==> src/core/abtp_map.vh <==
`ifndef ABTP_MAP_VH
`define ABTP_MAP_VH
// byte codes
`define ABTP_CH_HASH 8'h23
`define ABTP_CH_ZERO 8'h30
`define ABTP_CH_NINE 8'h39
`define ABTP_CH_SP 8'h20
`define ABTP_CH_TAB 8'h09
`define ABTP_CH_LF 8'h0a
`define ABTP_CH_CR 8'h0d
// error codes
`define ABTP_ERR_NONE 3'h0
`define ABTP_ERR_ODD 3'h1
`define ABTP_ERR_DIGIT 3'h2
`define ABTP_ERR_SHORT 3'h3
`define ABTP_ERR_MARK 3'h4
`define ABTP_ERR_LONG 3'h5
// count field width
`define ABTP_CNT_W 32
`endif

==> src/core/abtp_parser.v <==
// Operation
// - accept definite blocks with a byte count and indefinite blocks ended by terminator
// - payload bytes pair into samples, high byte first
// - samples are signed, -8191 to 8191, zero is two zero bytes
// - definite preamble starts with one digit giving count digit number
// - count digits are decimal ASCII, most significant first, giving payload bytes
// - indefinite preamble is a lone zero, payload follows at once
// - binary replies are sent as indefinite blocks
// - order is header, whitespace, preamble, payload, terminator
// - malformed transfers push an error entry, except an odd serial indefinite block, bytes past a definite count or an end flag before the payload
`include "abtp_map.vh"
`timescale 1ns/1ns
`default_nettype none
module abtp_parser (
    input wire clk_sys_i,
    input wire nrst_i,
    // receive byte stream, after command header match
    input wire rx_start_i,
    input wire rx_valid_i,
    input wire [7:0] rx_byte_i,
    input wire rx_eoi_i,
    input wire rx_serial_i,
    output reg rx_ready_o,
    // sample output
    output reg smp_valid_o,
    output reg [15:0] smp_data_o,
    input wire smp_ready_i,
    output reg blk_done_o,
    // error queue push
    output reg err_push_o,
    output reg [2:0] err_code_o,
    // transmit formatter
    input wire tx_start_i,
    input wire tx_smp_valid_i,
    input wire [15:0] tx_smp_i,
    input wire tx_last_i,
    input wire tx_serial_i,
    output reg tx_smp_ready_o,
    output reg tx_valid_o,
    output reg [7:0] tx_byte_o,
    output reg tx_eoi_o,
    input wire tx_ready_i
);
    // ************************************
    // reset release
    // ************************************
    reg rst_m_q;
    reg rst_n_q;
    always @(posedge clk_sys_i or negedge nrst_i) begin
        if (!nrst_i) begin
            rst_m_q <= 1'b0;
            rst_n_q <= 1'b0;
        end else begin
            rst_m_q <= 1'b1;
            rst_n_q <= rst_m_q;
        end
    end

    function is_digit;
        input [7:0] b;
        begin
            is_digit = (b >= `ABTP_CH_ZERO) && (b <= `ABTP_CH_NINE);
        end
    endfunction

    function is_ws;
        input [7:0] b;
        begin
            is_ws = (b == `ABTP_CH_SP) || (b == `ABTP_CH_TAB);
        end
    endfunction

    // ************************************
    // receive parser
    // ************************************
    localparam [2:0] S_IDLE = 3'h0;
    localparam [2:0] S_WS = 3'h1;
    localparam [2:0] S_NDIG = 3'h2;
    localparam [2:0] S_CNT = 3'h3;
    localparam [2:0] S_DEF = 3'h4;
    localparam [2:0] S_INDEF = 3'h5;
    localparam [2:0] S_TERM = 3'h6;
    localparam [2:0] S_SKIP = 3'h7;

    reg [2:0] st_q;
    reg [3:0] ndig_q;
    reg [`ABTP_CNT_W-1:0] cnt_q;
    reg [7:0] hi_q;
    reg half_q;
    // two-entry sample buffer
    reg [15:0] buf_q [0:1];
    reg wp_q;
    reg rp_q;
    reg [1:0] fill_q;
    reg pend_q;
    reg [15:0] pend_d_q;

    wire term_b = rx_serial_i ? (rx_byte_i == `ABTP_CH_LF || rx_byte_i == `ABTP_CH_CR) : 1'b0;
    wire take = rx_valid_i && rx_ready_o;
    wire buf_push = pend_q && (fill_q != 2'd2);
    wire buf_pop = smp_valid_o && smp_ready_i;

    always @(posedge clk_sys_i or negedge rst_n_q) begin
        if (!rst_n_q) begin
            st_q <= S_IDLE;
            ndig_q <= 4'h0;
            cnt_q <= {`ABTP_CNT_W{1'b0}};
            hi_q <= 8'h00;
            half_q <= 1'b0;
            pend_q <= 1'b0;
            pend_d_q <= 16'h0000;
            err_push_o <= 1'b0;
            err_code_o <= `ABTP_ERR_NONE;
            blk_done_o <= 1'b0;
            rx_ready_o <= 1'b0;
        end else begin
            err_push_o <= 1'b0;
            blk_done_o <= 1'b0;
            if (buf_push)
                pend_q <= 1'b0;
            // stall input while a sample waits for buffer room
            rx_ready_o <= (st_q != S_IDLE) && !(pend_q && !buf_push);
            if (rx_start_i) begin
                st_q <= S_WS;
                half_q <= 1'b0;
            end else if (take) begin
                case (st_q)
                    S_WS: begin
                        if (is_ws(rx_byte_i))
                            st_q <= S_WS;
                        else if (rx_byte_i == `ABTP_CH_HASH)
                            st_q <= S_NDIG;
                        else begin
                            err_push_o <= 1'b1;
                            err_code_o <= `ABTP_ERR_MARK;
                            st_q <= S_SKIP;
                        end
                    end
                    S_NDIG: begin
                        cnt_q <= {`ABTP_CNT_W{1'b0}};
                        if (rx_byte_i == `ABTP_CH_ZERO)
                            st_q <= S_INDEF;
                        else if (is_digit(rx_byte_i)) begin
                            ndig_q <= rx_byte_i[3:0];
                            st_q <= S_CNT;
                        end else begin
                            err_push_o <= 1'b1;
                            err_code_o <= `ABTP_ERR_DIGIT;
                            st_q <= S_SKIP;
                        end
                    end
                    S_CNT: begin
                        if (is_digit(rx_byte_i)) begin
                            // decimal accumulate, msd first
                            cnt_q <= (cnt_q << 3) + (cnt_q << 1) + {28'h0, rx_byte_i[3:0]};
                            ndig_q <= ndig_q - 4'h1;
                            if (ndig_q == 4'h1)
                                st_q <= S_DEF;
                        end else begin
                            err_push_o <= 1'b1;
                            err_code_o <= `ABTP_ERR_DIGIT;
                            st_q <= S_SKIP;
                        end
                    end
                    S_DEF: begin
                        if (cnt_q == {`ABTP_CNT_W{1'b0}}) begin
                            // empty payload, byte after a zero count ends the block
                            blk_done_o <= 1'b1;
                            st_q <= S_IDLE;
                        end else if (cnt_q[0] && !half_q && cnt_q != 1) begin
                            err_push_o <= 1'b1;
                            err_code_o <= `ABTP_ERR_ODD;
                            st_q <= S_SKIP;
                        end else if (rx_eoi_i && cnt_q != 1) begin
                            err_push_o <= 1'b1;
                            err_code_o <= `ABTP_ERR_SHORT;
                            st_q <= S_IDLE;
                        end else begin
                            cnt_q <= cnt_q - 1;
                            half_q <= ~half_q;
                            if (!half_q)
                                hi_q <= rx_byte_i;
                            else begin
                                pend_q <= 1'b1;
                                pend_d_q <= {hi_q, rx_byte_i};
                            end
                            if (cnt_q == 1) begin
                                if (!half_q) begin
                                    err_push_o <= 1'b1;
                                    err_code_o <= `ABTP_ERR_ODD;
                                end
                                blk_done_o <= half_q;
                                st_q <= S_TERM;
                            end
                        end
                    end
                    S_INDEF: begin
                        if (term_b || (rx_eoi_i && rx_byte_i == `ABTP_CH_LF && half_q == 1'b0)) begin
                            blk_done_o <= 1'b1;
                            st_q <= S_IDLE;
                        end else if (rx_eoi_i) begin
                            err_push_o <= 1'b1;
                            err_code_o <= `ABTP_ERR_ODD;
                            st_q <= S_IDLE;
                        end else begin
                            half_q <= ~half_q;
                            if (!half_q)
                                hi_q <= rx_byte_i;
                            else begin
                                pend_q <= 1'b1;
                                pend_d_q <= {hi_q, rx_byte_i};
                            end
                        end
                    end
                    S_TERM: begin
                        if (rx_eoi_i || term_b)
                            st_q <= S_IDLE;
                    end
                    S_SKIP: begin
                        if (rx_eoi_i || term_b)
                            st_q <= S_IDLE;
                    end
                    default: st_q <= S_IDLE;
                endcase
            end
        end
    end

    // buffer storage, pointer and fill count
    always @(posedge clk_sys_i or negedge rst_n_q) begin
        if (!rst_n_q) begin
            buf_q[0] <= 16'h0000;
            buf_q[1] <= 16'h0000;
            wp_q <= 1'b0;
            rp_q <= 1'b0;
            fill_q <= 2'd0;
            smp_valid_o <= 1'b0;
            smp_data_o <= 16'h0000;
        end else begin
            if (buf_push) begin
                buf_q[wp_q] <= pend_d_q;
                wp_q <= ~wp_q;
            end
            if (buf_pop)
                rp_q <= ~rp_q;
            fill_q <= fill_q + {1'b0, buf_push} - {1'b0, buf_pop};
            // present head entry registered
            if (!smp_valid_o || buf_pop) begin
                if (fill_q - {1'b0, buf_pop} != 2'd0) begin
                    smp_valid_o <= 1'b1;
                    smp_data_o <= buf_q[rp_q ^ buf_pop];
                end else
                    smp_valid_o <= 1'b0;
            end
        end
    end

    // ************************************
    // transmit formatter
    // ************************************
    localparam [1:0] T_IDLE = 2'h0;
    localparam [1:0] T_HASH = 2'h1;
    localparam [1:0] T_ZERO = 2'h2;
    localparam [1:0] T_DATA = 2'h3;

    reg [1:0] tst_q;
    reg [7:0] lo_q;
    reg tlast_q;
    reg [1:0] tph_q;
    wire tx_free = !tx_valid_o || tx_ready_i;

    always @(posedge clk_sys_i or negedge rst_n_q) begin
        if (!rst_n_q) begin
            tst_q <= T_IDLE;
            tx_valid_o <= 1'b0;
            tx_byte_o <= 8'h00;
            tx_eoi_o <= 1'b0;
            tx_smp_ready_o <= 1'b0;
            lo_q <= 8'h00;
            tlast_q <= 1'b0;
            tph_q <= 2'd0;
        end else begin
            tx_smp_ready_o <= 1'b0;
            if (tx_free) begin
                tx_valid_o <= 1'b0;
                tx_eoi_o <= 1'b0;
                case (tst_q)
                    T_IDLE: begin
                        if (tx_start_i)
                            tst_q <= T_HASH;
                    end
                    T_HASH: begin
                        tx_valid_o <= 1'b1;
                        tx_byte_o <= `ABTP_CH_HASH;
                        tst_q <= T_ZERO;
                    end
                    T_ZERO: begin
                        tx_valid_o <= 1'b1;
                        tx_byte_o <= `ABTP_CH_ZERO;
                        tst_q <= T_DATA;
                        tph_q <= 2'd0;
                    end
                    T_DATA: begin
                        if (tph_q == 2'd0 && tx_smp_valid_i && !tx_smp_ready_o) begin
                            tx_valid_o <= 1'b1;
                            tx_byte_o <= tx_smp_i[15:8];
                            lo_q <= tx_smp_i[7:0];
                            tlast_q <= tx_last_i;
                            tx_smp_ready_o <= 1'b1;
                            tph_q <= 2'd1;
                        end else if (tph_q == 2'd1) begin
                            tx_valid_o <= 1'b1;
                            tx_byte_o <= lo_q;
                            tph_q <= tlast_q ? 2'd2 : 2'd0;
                        end else if (tph_q == 2'd2) begin
                            // LF terminator, eoi on parallel bus
                            tx_valid_o <= 1'b1;
                            tx_byte_o <= `ABTP_CH_LF;
                            tx_eoi_o <= !tx_serial_i;
                            tst_q <= T_IDLE;
                            tph_q <= 2'd0;
                        end
                    end
                    default: tst_q <= T_IDLE;
                endcase
            end
        end
    end
endmodule
`default_nettype wire

==> config.mk <==
export PLATFORM = sky130hd
export DESIGN_NAME = abtp_parser
export DESIGN_NICKNAME = d
export VERILOG_FILES = /design/src/core/abtp_parser.v
export VERILOG_INCLUDE_DIRS = /design/src /design/src/core
export SDC_FILE = /design/constraint.sdc
export NUM_CORES = 1
export LEC_CHECK = 0
export BUFFER_PORTS_ARGS = -buffer_cell sky130_fd_sc_hd__buf_4
export CAP_MARGIN = 40
export CELL_PAD_IN_SITES_DETAIL_PLACEMENT = 1
export CELL_PAD_IN_SITES_GLOBAL_PLACEMENT = 1
export CORE_ASPECT_RATIO = 1.25
export CORE_MARGIN = 2
export CORE_UTILIZATION = 48
export DETAILED_ROUTE_END_ITERATION = 7
export PLACE_DENSITY_LB_ADDON = 0.1
export RECOVER_POWER = 25
export SYNTH_ARGS = -nofsm -noshare
export SYNTH_HDL_FRONTEND = slang
export SYNTH_SLANG_ARGS = --single-unit
==> constraint.sdc <==
create_clock -name clk_sys_i -period 5.4 [get_ports clk_sys_i]
set_input_delay 1.08 -clock clk_sys_i [delete_from_list [all_inputs] [get_ports clk_sys_i]]
set_output_delay 1.08 -clock clk_sys_i [all_outputs]
set_load 0.01 [all_outputs]
==> results of run 1 <==
## layer usage
metal  global-route usage (%)  up-vias  wire length, µm
li1                         -     3664                -
met5                        0        -                0
met4                     9.14        0              608
met2                     48.7      111            14100
met1                     31.6     3945            11100
met3                     3.45       44              507
## through the flow
step | util (%) | std cells | power (mW)
after global routing | 56.1 | 1264 | 4.64
after floorplan | - | 946 | 2.62
after detailed placement | 53.1 | 1232 | 3.18
after CTS | 56.3 | 1264 | 4.40
final | 56.1 | 1264 | 4.36
after global placement | 52.7 | 1226 | 3.10
## cells by family (layout without fill, tap and decap cells)
kind of cell	Yosys count	count (layout)
muxes	87	87
xor gates and xnor gates	27	27
AOI/OAI and AO/OA	262	262
buffers and inverters	72	154
and+or+nand+nor	274	274
adders and majority gates	73	73
other	1	1
DFF	150	150
## state kept, by name, indices dropped and copies added (netlist names), 2 cells and up
register and cells:
buf_q 32, cnt_q 32, err_code_o 3, fill_q 2, hi_q 8, lo_q 8, ndig_q 4, pend_d_q 16
smp_data_o 16, st_q 3, tph_q 2, tst_q 2, tx_byte_o 8
## final cells by class
class                   instances  area [µm²]  area share (%)
clock buffers                  17         425            3.94
clock inverters                15         174            1.61
inverters                      35         131            1.22
multi-input cells             724        5350            49.5
flip-flops and latches        150        3750            34.8
well taps                     236         295            2.73
repair buffers                 87         669            6.20
## synthesized netlist by cell type, drive strengths merged (6+ instances only)
cell type	count
dfrtp	150
ha	71
o21ai	70
mux2	69
nand2	69
a21oi	60
nor2	55
inv	35
nor3	34
clkbuf	28
mux2i	18
nand3	18
a21o	17
xnor2	14
nor4	13
xor2	13
a31oi	12
nand4	12
o211ai	12
or3	11
or4	11
nor2b	10
o22ai	10
and3	9
buf	9
o31ai	7
o21a	6
or2	6
## path summary, 6_finish.rpt
path	depth (start not counted)	slack (ns)	endpoint
setup / recovery	12	1.55	cnt_q[27]$_DFFE_PN0P_
hold / removal	0	0.16	cnt_q[2]$_DFFE_PN0P_
setup reg to reg	2	1.66	cnt_q[21]$_DFFE_PN0P_
hold reg to reg	0	0.16	cnt_q[2]$_DFFE_PN0P_
max in group asynchronous	2	1.66	cnt_q[21]$_DFFE_PN0P_
min in group clk_sys_i	0	0.37	rst_n_q$_DFF_PN0_
## power breakdown
part | switching, mW | internal [mW] | leakage (nW)
logic | 0.959 | 0.672 | 2.87
clock network | 0.578 | 0.628 | 0.294
registers | 0.209 | 1.31 | 1.99
total | 1.75 | 2.61 | 5.15
==> results.toml, run 1 <==
[grt]
track_usage_pct = 26.6
antenna_found_initial = 0
grt_pass1_vias = 8491
grt_pass1_wl_um = 43700
grt_start_max_net_pins = 60
grt_overflow = 0

[sta]
rsz0062_at_grt = "no"
max_slew_margin_pct = -108
fin_tns_setup_ns = 0
setup_ws_ns = 1.55
fin_worst_hold_slack_ns = 0.158
finalSetupViolations = 0
finClkSkew_ns = 0.0162
hold_viol_final = 0
fin_crit_sh_pct = 71.4
drv_slew = 60
fmaxAchievable_ghz = 0.259
fin_crit_ns = 3.85
tightest_slew_ns = 3.12

[worst_hold_path]
holdCritPathClass = "reg -> async"

[clock_tree]
clockBufferDepth = 2
cts.sinks = 150
cts_root_buf = "clkbuf_16"
cts_buffers = 17
h-tree-depth = 4
cts_resized = 0
cts.reportedPaths.clkPinSlew_ns = 0.07
cts_tree = "yes"
clkLatencyLatePin_ns = 0.44
cts_setup_buffers = 0
ctsHoldBuffers = 0

[power_and_ir_drop]
p_leak_nw = 5.15
ir_drop_v = 0.000224
powerDensity_nw_per_um2 = 404

[final_layout]
syn2layout_area_growth_pct = 15.3
layout_commonest_cell = "dfrtp_1"
fin_area_um2 = 10800
insertedDiodeCount = 0
final_nets = 1124
drive_gt1_share_pct = 19.0
n_fill_cell = 2141
final_cell_mix = "150 x dfrtp_1, 80 x buf_4, 71 x ha_1, 69 x nand2_1, 60 x a21oi_1"

[detailed_routing]
drt-total-wl_um = 26300
drt_pass1_iterations = 5
wl_per_cell_um = 20.8
drt-initial-drc-count = 322
viasPerCell = 6.14
drc = 0
num_vias = 7764
drtAntennaViolNets = 0

[outcome]
violations = "capacitance limit, slew limit"
status = "finished with violations"

[synthesis]
synth_seq_cells = 150
synthCells = 946
synthTopCellsByArea = "dfrtp_1 40%, ha_1 9.5%, mux2_2 5.3%"
synth_edf_count = 0
syn_area_um2 = 9370
synth_top_family_by_area = "compound AO/OA/AOI/OAI gates"
yosys.area_share.simple_pct = 15.5
seq_area_frac_synth_pct = 40.1
synth_nets = 1055
synth_cell_type_count = 82
netlist.area_leader.share_pct = 40.1
synth_adder_area_share_pct = 9.91
synth_compound_area_share_pct = 18.3
yosys_warnings = 0
synth_ff_type = "dfrtp_1"
synth_xor_area_share_pct = 2.52
syn_area_per_cell_um2 = 9.90
synthArstFlopShare_pct = 100
synthMuxAreaShare_pct = 10.5
yosysTopAreaCell = "dfrtp_1"

[setup_path]
cpLargestDelayFamily = "compound AO/OA/AOI/OAI gates"
max_stage_delay_ns = 0.53
rr_startpoint = "rst_n_q$_DFF_PN0_"
worstPathRequired_ns = 5.72
crit_slowest_cell = "fa_1"
path_buf_inv = 3
critPathArrivalTime_ns = 4.17
path_class = "in -> reg"
endpoint_kind = "flip-flop"
cp_cell_sequence = "buf_4 -> inv_1 -> fa_1 -> inv_1 -> ha_1 -> a211oi_1 -> o211a_1 -> o211a_1 -> o211ai_1 -> a21boi_0 -> xnor2_1 -> a221o_1"
cp-start-kind = "input port"
cp_max_fo = 10
startpoint = "rx_byte_i[3]"

[placement]
io_buffers = 69
hpwl_um = 18900
post-place-ws_ns = 1.17
place_area_um2 = 10200
gp_congestion = 0.864

[floorplan]
die_y_um = 160
pin_count = 70
die-area_um2 = 20700
rows = 57
die_x_um = 129
core_area_um2 = 19300
initial_utilization_pct = 48.6

[run]
drv_cap = 1
(Power assumes the default switching activity.)
==> inputs of run 2 (changes only) <==
CORE_UTILIZATION = 43   (was 48)
clock period = 3.34 ns   (was 5.4 ns; I/O delays follow)
==> run 2 against run 1 <==
The flow now finishes without violations. Setup slack got worse by 1.4 ns. Via count grew 1.3%. Wire length increased by 2.0%. Largest power group unchanged. Critical path type is now reg -> reg. Clock-buffer cell count unchanged. Largest cell class unchanged. Register-to-register slack got worse by 1.5 ns. Combinational power is 73% higher.
==> results.toml, run 2 (synthesized netlist as in run 1, its figures left out) <==
[setup_path]
cp_cell_sequence = "or4_4 -> nor4_4 -> nand4_2 -> nor2_2 -> o2111ai_1 -> or3_1 -> mux2_4"
cp-start-kind = "flip-flop"
path_class = "reg -> reg"
max_stage_delay_ns = 0.62
cp_max_fo = 8
critPathArrivalTime_ns = 3.45
crit_slowest_cell = "or4_4"
endpoint_kind = "flip-flop"
worstPathRequired_ns = 3.64

[sta]
fin_tns_setup_ns = 0
finalSetupViolations = 0
tightest_slew_ns = 1.47
hold_viol_final = 0
fin_crit_ns = 3.15
fin_crit_sh_pct = 94.2
fin_worst_hold_slack_ns = 0.193
max_slew_margin_pct = 2.10
setup_ws_ns = 0.194
finClkSkew_ns = 0.0124
rsz0062_at_grt = "no"
drv_slew = 0
fmaxAchievable_ghz = 0.318

[power_and_ir_drop]
p_leak_nw = 5.37
clock_power_share_pct = 27.3
p_sw_mw = 2.83
pwr-share-comb_pct = 39.0
switching_share_pct = 39.2
ir_drop_v = 0.000347
finalPower_mw = 7.23
seq_power_share_pct = 33.7
p_int_mw = 4.40
powerDensity_nw_per_um2 = 643

[grt]
use_met2_pct = 44.9
track_usage_pct = 24.0
grt_pass1_wl_um = 43300
use_met3_pct = 3.08
antenna_found_initial = 0
grt-busiest-layer = "met2"
grt_pass1_vias = 8391
grt_overflow = 0
use_met1_pct = 28.4
grt_start_max_net_pins = 60

[detailed_routing]
viasPerCell = 5.82
drtAntennaViolNets = 0
drt_pass1_iterations = 4
num_vias = 7862
wl_per_cell_um = 19.9
drt-total-wl_um = 26800
drt-initial-drc-count = 348
drc = 0

[run]
drv_cap = 0

[floorplan]
die-area_um2 = 23000
die_x_um = 136
core_area_um2 = 21500
die_y_um = 169
rows = 60
pin_count = 70
initial_utilization_pct = 43.6

[placement]
gp_congestion = 0.856
dp.cells = 1314
hpwl_um = 19900
io_buffers = 69
place_area_um2 = 10600
post-place-ws_ns = -0.221

[clock_tree]
cts.reportedPaths.clkPinSlew_ns = 0.07
clkLatencyLatePin_ns = 0.43
cts_tree = "yes"
clockBufferDepth = 2
cts_root_buf = "clkbuf_16"
cts.sinks = 150
cts_buffers = 17
h-tree-depth = 4

[final_layout]
layout_commonest_cell = "dfrtp_1"
fin_area_um2 = 11200
final_nets = 1167
syn2layout_area_growth_pct = 20.0
reg.largest.list = "buf_q: 32 flops, cnt_q: 32 flops"
final_cells = 1350
drive_gt1_share_pct = 22.3
final_cell_mix = "149 x dfrtp_1, 121 x buf_4, 71 x ha_1, 69 x nand2_1, 60 x a21oi_1"
insertedDiodeCount = 0
utilization_pct = 52.3

[worst_hold_path]
holdCritPathClass = "reg -> async"

[outcome]
status = "finished, final reports clean"
## run 2: layer usage
| layer | up-vias | part of all wire [%] |
|---|---|---|
| met1 | 3978 | 42 |
| met4 | 0 | 1.4 |
| li1 | 3759 | - |
| met5 | - | 0 |
| met2 | 95 | 54 |
| met3 | 30 | 2.3 |
## run 2: power by group through the flow
stage	logic, mW	clock network, mW	registers (mW)
3_3_place_gp	2.70	0	2.46
4_1_cts	2.82	2.02	2.44
6_report	2.82	1.98	2.43
2_1_floorplan	1.85	0	2.41
5_1_grt	3.12	2.10	2.48
3_5_place_dp	2.80	0	2.46
## run 2: worst max-delay path, delay by kind of cell, from the launching register on
family	cells	cell delay (ns)
AO/OA/AOI/OAI	1	0.16
multiplexers	1	0.39
AND/OR/NAND/NOR	5	1.96
flip-flops	1	0.49
## run 2: timing repair
action,4_1_cts,5_1_grt
hold buffers,1,0
setup buffers,0,3
gates resized for setup,0,5
setup endpoints to repair,0,14
hold endpoints to repair,2,0
## run 2: path summary, 6_finish.rpt
path / from / endpoint / slack, ns / cells after the start
setup / recovery: cnt_q[4]$_DFFE_PN0P_ / hi_q[0]$_DFFE_PN0P_ / 0.19 / 7
hold / removal: rst_n_q$_DFF_PN0_ / cnt_q[9]$_DFFE_PN0P_ / 0.19 / 0
setup reg to reg: cnt_q[4]$_DFFE_PN0P_ / hi_q[0]$_DFFE_PN0P_ / 0.19 / 7
hold reg to reg: rst_n_q$_DFF_PN0_ / cnt_q[9]$_DFFE_PN0P_ / 0.19 / 0
max in group asynchronous: rst_n_q$_DFF_PN0_ / lo_q[2]$_DFFE_PN0P_ / 1.26 / 2
min in group clk_sys_i: rst_m_q$_DFF_PN0_ / rst_n_q$_DFF_PN0_ / 0.37 / 0
## run 2: final cells by class
class                      instances  area, µm²
timing repair buffer             130       1000
inverter                          35        131
multi-input combinational        724       5400
fill                            2409      10200
clock inverter                    15        179
tap                              279        349
sequential                       150       3750
clock buffer                      17        425
